File: src/design/charger_status_pkg.sv
// package: register map, field positions, timing and carrier types for the status bank
package charger_status_pkg;

    // register indices; the byte address is four times the index
    localparam logic [7:0] GENERAL_STATUS_IDX = 8'h02;
    localparam logic [7:0] CHARGER_STATE_STATUS_IDX = 8'h03;
    localparam logic [7:0] TEMPERATURE_STATUS_IDX = 8'h04;
    localparam logic [9:0] GENERAL_STATUS_ADDR = {GENERAL_STATUS_IDX, 2'b00};
    localparam logic [9:0] CHARGER_STATE_STATUS_ADDR = {CHARGER_STATE_STATUS_IDX, 2'b00};
    localparam logic [9:0] TEMPERATURE_STATUS_ADDR = {TEMPERATURE_STATUS_IDX, 2'b00};
    localparam logic [7:0] STATUS_RESET = 8'h00;

    // general_status fields
    localparam int BATTERY_LOW_BIT = 7;
    localparam int IRQ_DRIVER_BIT = 6;
    localparam int REVERSE_REQUEST_BIT = 5;
    localparam int UNDERVOLTAGE_BIT = 4;
    localparam int OVERVOLTAGE_BIT = 3;
    localparam int GPIO_BIT = 2;

    // charger_state_status fields
    localparam int CHARGE_ENABLE_BIT = 7;
    localparam int THERMAL_ACTIVE_BIT = 6;
    localparam int CURRENT_LIMIT_BIT = 5;
    localparam int VOLTAGE_LIMIT_BIT = 4;

    // temperature_status fields
    localparam int POWER_GOOD_BIT = 7;
    localparam int BATTERY_PRESENT_BIT = 6;
    localparam int COLD_DISABLE_BIT = 5;
    localparam int HOT_DISABLE_BIT = 4;
    localparam int FREEZING_BIT = 3;
    localparam int COOL_BIT = 2;
    localparam int WARM_BIT = 1;
    localparam int OVERHEAT_BIT = 0;

    // operating mode codes
    localparam logic [1:0] MODE_HIGH_IMPEDANCE = 2'b00;
    localparam logic [1:0] MODE_CHARGE = 2'b01;
    localparam logic [1:0] MODE_REVERSE_OUTPUT = 2'b10;

    // charge state codes
    localparam logic [3:0] CHARGE_RESET_CODE = 4'h0;
    localparam logic [3:0] CHARGE_LAST_VALID_CODE = 4'ha;

    // hot limit select codes
    localparam logic [1:0] HOT_LIMIT_55 = 2'b00;
    localparam logic [1:0] HOT_LIMIT_60 = 2'b01;

    // battery-low deglitch
    localparam int CLK_HZ = 40_000_000;
    localparam int DEGLITCH_MS = 16;
    localparam int DEGLITCH_CYCLES = (CLK_HZ / 1000) * DEGLITCH_MS;
    localparam int DEGLITCH_CNT_W = 20;

    // ahb transfer type bit that marks an active transfer
    localparam int HTRANS_ACTIVE_BIT = 1;

    // levels arriving from pins and analogue comparators, all asynchronous
    typedef struct packed {
        logic reverse_request_pin;
        logic charge_enable_pin;
        logic gpio_pin;
        logic input_undervoltage;
        logic input_overvoltage;
        logic battery_below_good;
        logic thermal_regulation;
        logic input_current_limit;
        logic input_voltage_limit;
        logic vin_above_92;
        logic vin_below_90;
        logic bats_above_92;
        logic bats_below_90;
        logic th_battery_seen;
        logic th_below_0;
        logic th_below_m10;
        logic th_below_10;
        logic th_above_45;
        logic th_above_55;
        logic th_above_60;
        logic th_above_65;
    } sense_s;

    // control bits held by the control registers elsewhere, same clock
    typedef struct packed {
        logic thermistor_disable;
        logic temp_zone_control_disable;
        logic cold_limit_select;
        logic [1:0] hot_limit_select;
    } temp_config_s;

endpackage : charger_status_pkg

File: src/design/charger_status_registers.sv
// status register bank with ahb-lite slave, input synchronisers and flag logic
// Contract
// - battery-low flag in charge/reverse mode, zero in high-impedance
// - battery-low flag deglitched both edges
// - bit reports own interrupt driver, not pin
// - bit follows reverse-request pin level
// - charge-mode live undervoltage and overvoltage bits
// - gpio pin mirror, zero without that pin
// - mode code 00/01/10, never 11
// - charge-enable pin level in real time
// - thermal regulation bit in charge and reverse
// - charge-mode input current and voltage limiting bits
// - four-bit charge state code, invalid codes excluded
// - charge state forced to reset outside charge
// - power-good hysteresis 90/92 percent, mode-selected comparison
// - battery present from thermistor, zero when disabled
// - cold-disable bit in reverse or unzoned charge
// - hot-disable bit, limit from two-bit select
// - freezing bit stops charging in zoned charge
// - cool band bit in zoned charge
// - warm band bit in zoned charge
// - overheat bit stops charging in zoned charge
// - thermistor disable turns off zones and thermistor
//
// The implementer's own choice: the AHB-Lite register port.
`timescale 1ns/1ps
module charger_status_registers
    import charger_status_pkg::*;
#(
    parameter int unsigned DEGLITCH_CYCLES_P = DEGLITCH_CYCLES,
    parameter bit HAS_GPIO_PIN = 1'b1
) (
    input wire logic clk_sys_in,
    input wire logic reset_in,
    input wire logic hsel_in,
    input wire logic [31:0] haddr_in,
    input wire logic [1:0] htrans_in,
    input wire logic hwrite_in,
    input wire logic [2:0] hsize_in,
    input wire logic hready_in,
    input wire logic [31:0] hwdata_in,
    output logic hreadyout_out,
    output logic hresp_out,
    output logic [31:0] hrdata_out,
    input wire sense_s sense_in,
    input wire temp_config_s temp_config_in,
    input wire logic [1:0] operation_mode_in,
    input wire logic [3:0] charge_state_in,
    input wire logic irq_drive_low_in,
    output logic charge_stop_out,
    output logic cool_band_out,
    output logic warm_band_out,
    output logic temp_zones_active_out
);

    // three-stage synchroniser; a level counts once stages two and three agree
    sense_s sync1_r;
    sense_s sync2_r;
    sense_s sync3_r;
    sense_s sense_r;
    sense_s sense_nxt;

    always_ff @(posedge clk_sys_in) begin
        if (reset_in) begin
            sync1_r <= '0;
            sync2_r <= '0;
            sync3_r <= '0;
            sense_r <= '0;
        end else begin
            sync1_r <= sense_in;
            sync2_r <= sync1_r;
            sync3_r <= sync2_r;
            sense_r <= sense_nxt;
        end
    end

    // agreeing stages load the level, disagreeing stages keep the last accepted one
    assign sense_nxt = (sync2_r & sync3_r) | (sense_r & (sync2_r | sync3_r));

    // mode decode; an illegal 11 from the state machine reads as high-impedance
    wire mode_legal = operation_mode_in != 2'b11;
    wire [1:0] mode_code = mode_legal ? operation_mode_in : MODE_HIGH_IMPEDANCE;
    wire in_charge = mode_code == MODE_CHARGE;
    wire in_reverse = mode_code == MODE_REVERSE_OUTPUT;
    wire in_active = in_charge | in_reverse;

    // battery-low deglitch: in charge or reverse the flag moves only after the new level held the whole interval
    logic battery_low_r;
    logic battery_low_nxt;
    logic [DEGLITCH_CNT_W-1:0] deglitch_cnt_r;
    logic [DEGLITCH_CNT_W-1:0] deglitch_cnt_nxt;
    wire battery_low_raw = in_active & sense_r.battery_below_good;
    wire deglitch_differs = battery_low_raw != battery_low_r;
    wire [DEGLITCH_CNT_W-1:0] deglitch_last = (DEGLITCH_CYCLES_P > 1)
        ? DEGLITCH_CNT_W'(DEGLITCH_CYCLES_P - 1) : '0;
    wire deglitch_done = deglitch_cnt_r >= deglitch_last;

    // high-impedance skips the check, so the flag drops at once there
    assign battery_low_nxt = !in_active ? 1'b0 :
                             (deglitch_differs && deglitch_done) ? battery_low_raw :
                             battery_low_r;
    assign deglitch_cnt_nxt = (!in_active || !deglitch_differs || deglitch_done)
                              ? '0 : deglitch_cnt_r + 1'b1;

    always_ff @(posedge clk_sys_in) begin
        if (reset_in) begin
            battery_low_r <= 1'b0;
            deglitch_cnt_r <= '0;
        end else begin
            battery_low_r <= battery_low_nxt;
            deglitch_cnt_r <= deglitch_cnt_nxt;
        end
    end

    // power-good hysteresis; the comparison source follows the mode
    logic power_good_r;
    logic power_good_nxt;
    wire pg_above = in_reverse ? sense_r.vin_above_92 : sense_r.bats_above_92;
    wire pg_below = in_reverse ? sense_r.vin_below_90 : sense_r.bats_below_90;
    assign power_good_nxt = !in_active ? 1'b0 :
                            pg_below ? 1'b0 :
                            pg_above ? 1'b1 :
                            power_good_r;

    always_ff @(posedge clk_sys_in) begin
        if (reset_in) begin
            power_good_r <= 1'b0;
        end else begin
            power_good_r <= power_good_nxt;
        end
    end

    // temperature zones; thermistor disable also turns zone control off
    wire th_on = !temp_config_in.thermistor_disable;
    wire zones_on = th_on && !temp_config_in.temp_zone_control_disable;
    wire limit_mode = th_on && (in_reverse || (in_charge && !zones_on));
    wire zone_mode = in_charge && zones_on;
    wire cold_hit = temp_config_in.cold_limit_select ? sense_r.th_below_m10
                                                     : sense_r.th_below_0;
    wire hot_hit = (temp_config_in.hot_limit_select == HOT_LIMIT_55) ? sense_r.th_above_55 :
                   (temp_config_in.hot_limit_select == HOT_LIMIT_60) ? sense_r.th_above_60 :
                   sense_r.th_above_65;
    wire freezing = zone_mode && sense_r.th_below_0;
    wire cool = zone_mode && sense_r.th_below_10 && !sense_r.th_below_0;
    wire warm = zone_mode && sense_r.th_above_45 && !sense_r.th_above_60;
    wire overheat = zone_mode && sense_r.th_above_60;

    // charge state; only legal codes pass and only while charging
    wire charge_code_legal = charge_state_in <= CHARGE_LAST_VALID_CODE;
    wire [3:0] charge_code = (in_charge && charge_code_legal)
                             ? charge_state_in : CHARGE_RESET_CODE;

    // live register images, rebuilt every cycle so reads never return stale data
    logic [7:0] general_status_nxt;
    logic [7:0] charger_state_status_nxt;
    logic [7:0] temperature_status_nxt;
    logic [7:0] general_status_r;
    logic [7:0] charger_state_status_r;
    logic [7:0] temperature_status_r;

    always_comb begin
        general_status_nxt = STATUS_RESET;
        general_status_nxt[BATTERY_LOW_BIT] = battery_low_r;
        general_status_nxt[IRQ_DRIVER_BIT] = irq_drive_low_in;
        general_status_nxt[REVERSE_REQUEST_BIT] = sense_r.reverse_request_pin;
        general_status_nxt[UNDERVOLTAGE_BIT] = in_charge & sense_r.input_undervoltage;
        general_status_nxt[OVERVOLTAGE_BIT] = in_charge & sense_r.input_overvoltage;
        general_status_nxt[GPIO_BIT] = HAS_GPIO_PIN & sense_r.gpio_pin;
        general_status_nxt[1:0] = mode_code;
    end

    always_comb begin
        charger_state_status_nxt = STATUS_RESET;
        charger_state_status_nxt[CHARGE_ENABLE_BIT] = sense_r.charge_enable_pin;
        charger_state_status_nxt[THERMAL_ACTIVE_BIT] = in_active
                                                      & sense_r.thermal_regulation;
        charger_state_status_nxt[CURRENT_LIMIT_BIT] = in_charge
                                                     & sense_r.input_current_limit;
        charger_state_status_nxt[VOLTAGE_LIMIT_BIT] = in_charge
                                                     & sense_r.input_voltage_limit;
        charger_state_status_nxt[3:0] = charge_code;
    end

    always_comb begin
        temperature_status_nxt = STATUS_RESET;
        temperature_status_nxt[POWER_GOOD_BIT] = power_good_r;
        temperature_status_nxt[BATTERY_PRESENT_BIT] = th_on & sense_r.th_battery_seen;
        temperature_status_nxt[COLD_DISABLE_BIT] = limit_mode & cold_hit;
        temperature_status_nxt[HOT_DISABLE_BIT] = limit_mode & hot_hit;
        temperature_status_nxt[FREEZING_BIT] = freezing;
        temperature_status_nxt[COOL_BIT] = cool;
        temperature_status_nxt[WARM_BIT] = warm;
        temperature_status_nxt[OVERHEAT_BIT] = overheat;
    end

    always_ff @(posedge clk_sys_in) begin
        if (reset_in) begin
            general_status_r <= STATUS_RESET;
            charger_state_status_r <= STATUS_RESET;
            temperature_status_r <= STATUS_RESET;
            charge_stop_out <= 1'b0;
            cool_band_out <= 1'b0;
            warm_band_out <= 1'b0;
            temp_zones_active_out <= 1'b0;
        end else begin
            general_status_r <= general_status_nxt;
            charger_state_status_r <= charger_state_status_nxt;
            temperature_status_r <= temperature_status_nxt;
            charge_stop_out <= freezing | overheat;
            cool_band_out <= cool;
            warm_band_out <= warm;
            temp_zones_active_out <= zones_on;
        end
    end

    // ahb-lite slave: zero wait states, always okay; data is never stored
    wire ahb_take = hsel_in && htrans_in[HTRANS_ACTIVE_BIT] && hready_in;
    wire ahb_read = ahb_take && !hwrite_in;
    wire [9:0] word_addr = {haddr_in[9:2], 2'b00};
    wire addr_in_window = haddr_in[31:10] == '0;
    wire [7:0] read_sel = !addr_in_window ? 8'h00 :
                          (word_addr == GENERAL_STATUS_ADDR) ? general_status_r :
                          (word_addr == CHARGER_STATE_STATUS_ADDR) ? charger_state_status_r :
                          (word_addr == TEMPERATURE_STATUS_ADDR) ? temperature_status_r :
                          8'h00;
    logic [31:0] hrdata_nxt;
    assign hrdata_nxt = ahb_read ? {24'h000000, read_sel} : 32'h00000000;

    always_ff @(posedge clk_sys_in) begin
        if (reset_in) begin
            hrdata_out <= 32'h00000000;
        end else begin
            hrdata_out <= hrdata_nxt;
        end
    end

    assign hreadyout_out = 1'b1;
    assign hresp_out = 1'b0;

endmodule : charger_status_registers

File: config.mk
export PLATFORM = sky130hd
export DESIGN_NAME = charger_status_registers
export DESIGN_NICKNAME = d
export VERILOG_FILES = /design/src/design/charger_status_pkg.sv /design/src/design/charger_status_registers.sv
export SDC_FILE = /design/constraint.sdc
export NUM_CORES = 1
export LEC_CHECK = 0
export BUFFER_PORTS_ARGS = -buffer_cell sky130_fd_sc_hd__buf_2
export CORE_MARGIN = 3
export CORE_UTILIZATION = 32
export DETAILED_ROUTE_END_ITERATION = 16
export PLACE_DENSITY = 0.55
export SLEW_MARGIN = 15
export SYNTH_ARGS = -nofsm -noshare
export SYNTH_HDL_FRONTEND = slang
export SYNTH_SLANG_ARGS = --single-unit
File: constraint.sdc
create_clock -name clk_sys_in -period 1.85 [get_ports clk_sys_in]
set_input_delay 0.37 -clock clk_sys_in [delete_from_list [all_inputs] [get_ports clk_sys_in]]
set_output_delay 0.37 -clock clk_sys_in [all_outputs]
set_load 0.03 [all_outputs]
======== Word level (Yosys, flattened, before mapping) ========
Index checks and enable logic that the tools add are counted.
word-level totals
  bits in registers ....................... 166
  output and inout bits ................... 38
  logic and storage cells ................. 169
operators by class
  add/subtract/negate cells ............... 1
  magnitude comparators ................... 2
  equality and inequality tests ........... 8
  muxes and demuxes ....................... 9
  bitwise logic cells ..................... 19
  reductions and logical operators ........ 33
operators with widths
  operator                                                   number
  AND 21 bit                                                 2
  OR 21 bit                                                  2
  2-to-1 mux 8 bit                                           3
  zero test 22 bit                                           1
  adder 20 x 1 -> 20 bit, second input constant              1
  greater-or-equal comparator 20 bit, second input constant  1
  equality test 8 x 2 -> 1 bit, second input constant        2
  logical AND 1 bit                                          15
  AND 1 bit                                                  9
  equality test 8 x 3 -> 1 bit, second input constant        1
  zero test 1 bit                                            8
  OR reduction 2 bit                                         3
  OR reduction 3 bit                                         2
  2-to-1 mux 1 bit                                           5
  equality test 2 x 1 -> 1 bit, second input constant        2
  <= comparator 4 bit, second input constant                 1
  inverter 1 bit                                             4
  logical OR 1 bit                                           3
  equality test 2 bit, second input constant                 1
  zero test 2 bit                                            1
  2-to-1 mux 2 bit                                           1
  != test 2 bit, second input constant                       1
  OR 1 bit                                                   2
  != test 1 bit                                              1

======== Depth between registers and ports, before layout ========
Gate-level depths: netlist of the first run.
  word-level depth ........................ 10
  gate-level depth with buffers ........... 6

======== Least setup slack after synthesis of the first run ========
Ideal clock, no wire load.
  path type ............................... reg2reg
  from .................................... register deglitch_cnt_r[0]
  to ...................................... register deglitch_cnt_r[18]
  setup time .............................. 0.079 ns
  arrival ................................. 1.834 ns
  data required time ...................... 1.771 ns
  slack ................................... -0.064 ns
  stages on the path, launching flop included .. 6
  buffers on the path ..................... 0
  period minus slack after synthesis ...... 1.914 ns
  cells stage by stage .................... dfxtp_1 ha_1 nand3_1 or4_4 or3_1 a211oi_2
on the way
  cells in the longest elaborated chain, start to end .. 3
  elaborated cells on any way between the ends .. 4
  classes of those cells .................. add/sub: 1; order compare: 1; reduce/logical: 2
ends and longest elaborated chain
  element                             line                             RTL
  start: declaration                  charger_status_registers.sv:90   logic [DEGLITCH_CNT_W-1:0] deglitch_cnt_r;
  start signal: assignment            charger_status_registers.sv:111  deglitch_cnt_r <= deglitch_cnt_nxt;
  greater-or-equal comparator 20 bit  charger_status_registers.sv:96   wire deglitch_done = deglitch_cnt_r >= deglitch_last;
  logical OR 1 bit                    charger_status_registers.sv:102  assign deglitch_cnt_nxt = (!in_active || !deglitch_differs || deglitch_done)
  OR reduction 2 bit (no line)        -
Several ways; a longest one is shown, not always the timed one.
A chain may end at the register's enable or synchronous reset.

======== Final worst setup path of the first run ========
Ends and elaborated chain as after synthesis.

==> summary.md, run 1 <==
| Metric | Value |
|---|---|
| Status | `finished clean` |
| Post-route DRC | `0` |
| Max Fclk | `565 MHz` |
| Chip Height | `129 um` |
| CTS Hold Bufs | `0` |
| Maximum vdd drop | `0.000629 V` |
| Clk root buf | `clkbuf_16` |
| Fill count | `1439` |
| Slowest-stage cell, CP | `or4_4` |
| Worst setup SP type | `flop` |
| Total Wirelength | `9190 um` |
| CP delay by family, top | `simple AND/OR/NAND/NOR gates` |
| Fin. Hold Viols | `0` |
| Final worst setup slack | `0.0806 ns` |
| Via count | `3437` |
| CTS H-tree lvls | `4` |
| # nets final | `697` |
| # clock sinks | `140` |
| Async S/R FF share, synth | `0` |
| Synthesized instance count | `486` |
| Tmin final | `1.77 ns` |
| Worst hold path type | `input port to flop` |
| Top FF cell, synth | `dfxtp_1` |
| Layout cells sized above 1 | `0.240` |
| CP Capture Type | `flop` |
| # setup viols final | `0` |
| Wire per inst | `11.7 um` |
| Cell row count | `44` |
| Post-synth design cell area | `4860 um^2` |
| Initial Utilization | `0.331` |
| Place WS | `0.0197 ns` |
| PostCTS Resize Cnt | `0` |
| TritonCTS clock tree | `built` |
| CP Class | `flop to flop` |
| Crit path max fanout | `4` |
| Post-CTS Setup Inserts | `0` |
| Syn-to-layout area delta | `24.7%` |
| Clock Skew | `0.00906 ns` |
| # diodes | `0` |
| DRT Pass-1 Iters | `4` |
| Synth unique cells | `38` |
| Vias per cell | `4.39` |
| DP HPWL | `6490 um` |
| CP Data Required Time | `2.18 ns` |
| Synth Area per Inst | `10.0 um^2` |
| Max Buffers Root-to-Sink | `2` |
| Routed Antenna Nets | `0` |
| Vias in the first global route | `3242` |
| GP Congestion | `0.740` |
| GRT Total Usage | `0.112` |
| Setup TNS | `0 ns` |
| Buf/Inv on CP | `0` |
| DRT iter0 DRCs | `188` |
| Largest net degree at the start of global routing | `88` |
| Port buffer count | `80` |
| Initial antenna violation count | `0` |
| Clock transition at path regs | `0.06 ns` |
| Final Max Slew Viols | `0` |
| Pwr/cell area | `1050 nW/um^2` |
| Post-synthesis sequential area ratio | `0.577` |
| I/O pins | `145` |
| Worst path arrival time | `2.10 ns` |
| Placeable Area | `14700 um^2` |
| Multi-input gate area | `1900 um^2` |
| Total gr overflow | `0` |
| Most common cell after layout, fill and taps aside | `dfxtp_1` |
| EDFF count, synth | `0` |
| Fraction of the cycle the final worst path needs | `0.956` |
| Commonest cells after routing, fill and taps aside | `dfxtp_1, buf_2, nor2b_1, nand2_1, o21ai_0` |
| RSZ-0062 raised after global routing | `false` |
| Ys Warns | `0` |
| CTS Buf Count | `17` |
| Die width | `129 um` |
| Max-capacitance violation count | `0` |
| First-pass GRT wire length | `14800 um` |
| Area occupied by registers | `2810 um^2` |
| CP cell instances | `ha_4, nand3_4, or4_4, or3_1, a211oi_2` |
| CP max stage delay | `0.54 ns` |
| Worst-skew pair later-pin latency | `0.41 ns` |
| Flops & latches, synth | `140` |
| Leak | `2.45 nW` |
| DIE AREA | `16700 um^2` |
==> worst register-to-register path, delay by kind of cell (launching register included) <==
family                     cells  cell delay, ns
DFF                            1            0.35
adders and majority gates      1            0.15
AOI/OAI and AO/OA              1            0.21
and+or+nand+nor                3            0.99
==> layer usage <==
layer	up-vias	part of all wire	track usage	wire length (um)
met5	-	0	0	0
met4	0	0.017	0.0519	155
met3	12	0.061	0.0387	559
met2	111	0.44	0.171	4020
met1	1528	0.48	0.144	4460
li1	1786	-	-	-
==> metrics by stage <==
stage | std cells | utilization | instance area, um^2 | power, mW | hold slack, ns
floorplan | 510 | - | 4970 | 3.37 | 0.414
global placement | 751 | 0.374 | 5500 | 3.44 | 0.421
detailed placement | 751 | 0.374 | 5500 | 3.45 | 0.421
CTS | 782 | 0.410 | 6030 | 6.46 | 0.154
global route | 783 | 0.412 | 6060 | 6.66 | 0.153
finish | 783 | 0.412 | 6060 | 6.37 | 0.168
==> where the power goes <==
part	internal, mW	total (mW)	switching (mW)	leakage [nW]
registers	3.08	3.10	0.0214	1.14
logic	0.112	0.279	0.167	1.05
clock network	1.74	2.99	1.25	0.258
total	4.93	6.37	1.44	2.45
==> path summary, 6_finish.rpt <==
| kind | start | to | slack, ns | depth (start not counted) |
|---|---|---|---|---|
| worst max-delay path | deglitch_cnt_r[0]$_SDFF_PP0_ | deglitch_cnt_r[18]$_SDFF_PP0_ | 0.08 | 5 |
| worst min-delay path | sense_in[2] | sync1_r[2]$_SDFF_PP0_ | 0.17 | 2 |
| worst max register to register | deglitch_cnt_r[0]$_SDFF_PP0_ | deglitch_cnt_r[18]$_SDFF_PP0_ | 0.08 | 5 |
| worst min register to register | sync1_r[20]$_SDFF_PP0_ | sync2_r[20]$_SDFF_PP0_ | 0.43 | 1 |
==> cell type report <==
class | instances | area share
inverters | 6 | 0.00372
well taps | 184 | 0.0380
clock inverters | 13 | 0.0157
repair buffers | 101 | 0.0937
clock buffers | 18 | 0.0724
multi-input cells | 321 | 0.314
flip-flops and latches | 140 | 0.463
==> logic make-up after synthesis <==
kind of cell / Yosys count / synth area share
AO/OA/AOI/OAI: 74 / 0.0914
flip-flops: 140 / 0.577
XOR/XNOR: 15 / 0.0270
adder cells (fa/ha/maj): 3 / 0.00772
AND/OR/NAND/NOR: 200 / 0.231
multiplexers: 3 / 0.00618
buffers and inverters: 49 / 0.0584
other: 2 / 0.00154
==> state kept, by name, summed over array words and instances, names as in the netlist <==
name / flops
sense_r: 18
temperature_status_r: 8
charger_state_status_r: 8
general_status_r: 8
temp_zones_active_out: 1
charger_state_status_nxt: 1
power_good_r: 1
sync2_r: 21
general_status_nxt: 2
charge_stop_out: 1
sync3_r: 21
deglitch_cnt_r: 20
battery_low_r: 1
hrdata_out: 8
sync1_r: 21
==> Yosys cell counts (4+ instances only) <==
| master | n | area share |
|---|---|---|
| nor2_1 | 10 | 0.0077 |
| clkbuf_1 | 14 | 0.011 |
| nand4_1 | 6 | 0.0077 |
| o211a_1 | 8 | 0.016 |
| a211oi_1 | 4 | 0.0062 |
| or3_1 | 4 | 0.0051 |
| nor3b_1 | 5 | 0.0077 |
| xor2_1 | 6 | 0.011 |
| buf_4 | 26 | 0.040 |
| nor2b_1 | 80 | 0.10 |
| o21ai_0 | 32 | 0.033 |
| a21oi_1 | 23 | 0.024 |
| inv_1 | 6 | 0.0046 |
| nand3_1 | 5 | 0.0051 |
| dfxtp_1 | 140 | 0.58 |
| xnor2_1 | 9 | 0.016 |
| nand2_1 | 41 | 0.032 |
| and2_1 | 9 | 0.012 |
| nor4_1 | 10 | 0.013 |
| nor3_1 | 21 | 0.022 |
Power figures use the tool's default switching activity.
==> inputs of run 2 (changes only) <==
Settings changed: ABC_AREA from default to 1, PLACE_DENSITY 0.55 to 0.54.
==> summary.md, run 2 <==
| Metric | Value |
|---|---|
| CP Class | `flop to flop` |
| Final Max Slew Viols | `0 (unchanged)` |
| I/O pins | `145 (unchanged)` |
| # setup viols final | `0 (unchanged)` |
| Post-synthesis sequential area ratio | `0.542 (-0.0350)` |
| Ys Warns | `0 (unchanged)` |
| Total gr overflow | `0 (unchanged)` |
| Worst-skew pair later-pin latency | `0.41 ns (about the same)` |
| TritonCTS clock tree | `built` |
| CP max stage delay | `0.35 ns (-0.19 ns)` |
| Hold_sp | `temp_config_in[4]` |
| GP Congestion | `0.726 (-1.9%)` |
| Post-synth top cells | `nor2_1, dfxtp_1, inv_1, nand2_1, a21oi_1` |
| Max-capacitance violation count | `0 (unchanged)` |
| Flops & latches, synth | `140 (unchanged)` |
| Largest regs | `sync1_r (21), sync2_r (21), sync3_r (21)` |
| Post-route DRC | `0 (unchanged)` |
| Max Fclk | `681 MHz (+21%)` |
| Initial antenna violation count | `1 (+1)` |
| Placeable Area | `15500 um^2 (+5.3%)` |
| Synth Area per Inst | `8.05 um^2 (-20%)` |
| Max Buffers Root-to-Sink | `2 (unchanged)` |
| GRT Total Usage | `0.119 (+0.00658)` |
| Hold_ws | `0.144 ns (-0.0240 ns)` |
| CP delay by family, top | `simple AND/OR/NAND/NOR gates` |
| Switching share of power | `0.205 (-0.0206)` |
| Sequential share of power | `0.437 (-0.050)` |
| Clk root buf | `clkbuf_16` |
| # nets final | `845 (+21%)` |
| Pwr/cell area | `1110 nW/um^2 (+6.0%)` |
| Largest net degree at the start of global routing | `28 (-68%)` |
| Reg-to-Reg Start | `deglitch_cnt_r[0]$_SDFF_PP0_` |
| Top cell type's share of synthesized area | `0.542 (-0.0350)` |
| Status | `finished clean` |
| First-pass GRT wire length | `16700 um (+13%)` |
| Layout Cells excl Fill | `958 (+22%)` |
| Routed Antenna Nets | `0 (unchanged)` |
| CP Capture Type | `flop` |
| RSZ-0062 raised after global routing | `false` |
| DIE AREA | `17700 um^2 (+6.2%)` |
| Fraction of the cycle the final worst path needs | `0.793 (-0.163)` |
| Top FF cell, synth | `dfxtp_1` |
| Yosys top cell by area | `dfxtp_1` |
| Count leader, synth | `nor2_1` |
| Port buffer count | `80 (unchanged)` |
| CP cell instances | `ha_1, inv_2, nor2_4, nand3_2, nand2_1, nand2_2, nand3_2, buf_4, nor2_1` |
| Worst Hold End | `temperature_status_r[6]$_SDFF_PP0_` |
| Vias in the first global route | `3506 (+8.1%)` |
| Power share of the clock group | `0.520 (+0.050)` |
| Synth unique cells | `33 (-13%)` |
| Tmin final | `1.47 ns (-0.302 ns)` |
| Leak | `2.72 nW (+11%)` |
| Worst r2r dst | `deglitch_cnt_r[19]$_SDFF_PP0_` |
| EDFF count, synth | `0 (unchanged)` |
| WHS Path Cells | `2 (unchanged)` |
| CTS H-tree lvls | `4 (unchanged)` |
| Commonest cells after routing, fill and taps aside | `nor2_1, dfxtp_1, inv_1, buf_2, nand2_1` |
| DP HPWL | `7410 um (+14%)` |
| Setup TNS | `0 ns (unchanged)` |
| Die width | `133 um (+3.0%)` |
| Dominant cells by area after synthesis | `dfxtp_1, nor2_1, inv_1` |
| Flop2flop setup slack | `0.38 ns (+0.30 ns)` |
| Post-synth design cell area | `5170 um^2 (+6.5%)` |
| Combinational fraction of design power | `0.043 (about the same)` |
| Post-CTS Setup Inserts | `0 (unchanged)` |
| Crit-path most repeated cell | `nand3_2` |
| Clock Skew | `0.00454 ns (-0.00453 ns)` |
| Most common cell after layout, fill and taps aside | `nor2_1` |
| Psw | `1.45 mW (+1.1%)` |
| Worst hold path type | `input port to flop` |
| Fin. Hold Viols | `0 (unchanged)` |
| Dpl cells | `927 (+23%)` |
| Wire per inst | `10.4 um (-11%)` |
| Cell row count | `45 (+2.3%)` |
| Worst setup SP type | `flop` |
| PostCTS Resize Cnt | `0 (unchanged)` |
| Internal | `5.64 mW (+14%)` |
| Area occupied by registers | `2800 um^2 (-0.13%)` |
| Multi-input gate area | `1740 um^2 (-8.6%)` |
| Buf/Inv on CP | `2 (+2)` |
| CTS Hold Bufs | `0 (unchanged)` |
| Crit path max fanout | `12 (+8)` |
| # diodes | `0 (unchanged)` |
| Clock transition at path regs | `0.06 ns (about the same)` |
| Vias per cell | `3.97 (-9.5%)` |
| Syn-to-layout area delta | `23.0%` |
| Async S/R FF share, synth | `0 (unchanged)` |
| Critical Path Source | `deglitch_cnt_r[0]$_SDFF_PP0_` |
| Initial Utilization | `0.334 (+0.00353)` |
| DRT Pass-1 Iters | `6 (+2)` |
| CP Data Required Time | `2.15 ns (-0.03 ns)` |
| CTS Buf Count | `17 (unchanged)` |
| DRT iter0 DRCs | `196 (+4.3%)` |
| Total Wirelength | `9970 um (+8.4%)` |
| Slowest-stage cell, CP | `dfxtp_1` |
| Worst path arrival time | `1.77 ns (-0.33 ns)` |
| Fill count | `1602 (+11%)` |
| # clock sinks | `140 (unchanged)` |
| Synthesized instance count | `643 (+32%)` |
| Layout cells sized above 1 | `0.181 (-0.0597)` |
| Chip Height | `133 um (+3.0%)` |
| Maximum vdd drop | `0.000656 V (+4.2%)` |
| Via count | `3806 (+11%)` |
| FF-to-FF path depth | `9 (+4)` |
-- run 2: cell types whose count changed after synthesis, moves of 8 or more --
cell | before | now
nor2_1 | 10 | 150
inv_1 | 6 | 118
nor2b_1 | 80 | 0
nand2_1 | 41 | 60
o21ai_0 | 32 | 15
clkbuf_1 | 14 | 1
nor3_1 | 21 | 9
nand3_1 | 5 | 16
a211oi_1 | 4 | 14
nor4_1 | 10 | 0
and2_1 | 9 | 0
nand3b_1 | 0 | 8
o211a_1 | 8 | 0
-- run 2: layer usage --
metal  track usage  routed length (um)  vias to the layer above
li1              -                   -                     2081
met1         0.158                5050                     1632
met2         0.169                4210                       77
met3        0.0465                 542                       14
met4        0.0566                 155                        2
met5             0                  13                        -
-- run 2: worst max-delay path by stage --
stage,end,slack (ns),depth (start not counted)
final,deglitch_cnt_r[19]$_SDFF_PP0_,0.38,9
after floorplan,deglitch_cnt_r[10]$_SDFF_PP0_,0.42,8
after CTS,deglitch_cnt_r[19]$_SDFF_PP0_,0.37,9
after global placement,deglitch_cnt_r[18]$_SDFF_PP0_,0.21,9
after global routing,deglitch_cnt_r[19]$_SDFF_PP0_,0.25,9
after detailed placement,deglitch_cnt_r[19]$_SDFF_PP0_,0.18,9
-- run 2: kinds of logic after synthesis --
| family | synth area share |
|---|---|
| and+or+nand+nor | 0.213 |
| buffers and inverters | 0.140 |
| DFF | 0.542 |
| AOI/OAI and AO/OA | 0.0762 |
| xor gates and xnor gates | 0.0203 |
| adders and majority gates | 0.00725 |
| other | 0.00145 |
-- run 2: cell type report --
cell class / instances / share of cell area
Clock buffer: 20 / 0.0717
Clock inverter: 11 / 0.0299
Inverter: 119 / 0.0702
Multi-Input combinational cell: 368 / 0.273
Sequential cell: 140 / 0.440
Tap cell: 211 / 0.0415
Timing Repair Buffer: 89 / 0.0735
-- run 2: power by group through the flow --
stage / registers (mW) / clock network [mW] / logic, mW
finish: 3.10 / 3.68 / 0.305
global route: 3.11 / 3.91 / 0.347
CTS: 3.10 / 3.77 / 0.307
detailed placement: 3.17 / 0 / 0.306
global placement: 3.17 / 0 / 0.305
floorplan: 3.16 / 0 / 0.237
-- run 2: through the flow --
| stage | setup WS [ns] | instance area, um^2 | utilization | power, mW |
|---|---|---|---|---|
| 3_5_place_dp | 0.183 | 5720 | 0.369 | 3.47 |
| 5_1_grt | 0.255 | 6370 | 0.411 | 7.36 |
| 4_1_cts | 0.365 | 6370 | 0.411 | 7.18 |
| 6_report | 0.382 | 6370 | 0.411 | 7.09 |
| 2_1_floorplan | 0.420 | 5270 | - | 3.40 |
| 3_3_place_gp | 0.211 | 5720 | 0.369 | 3.47 |
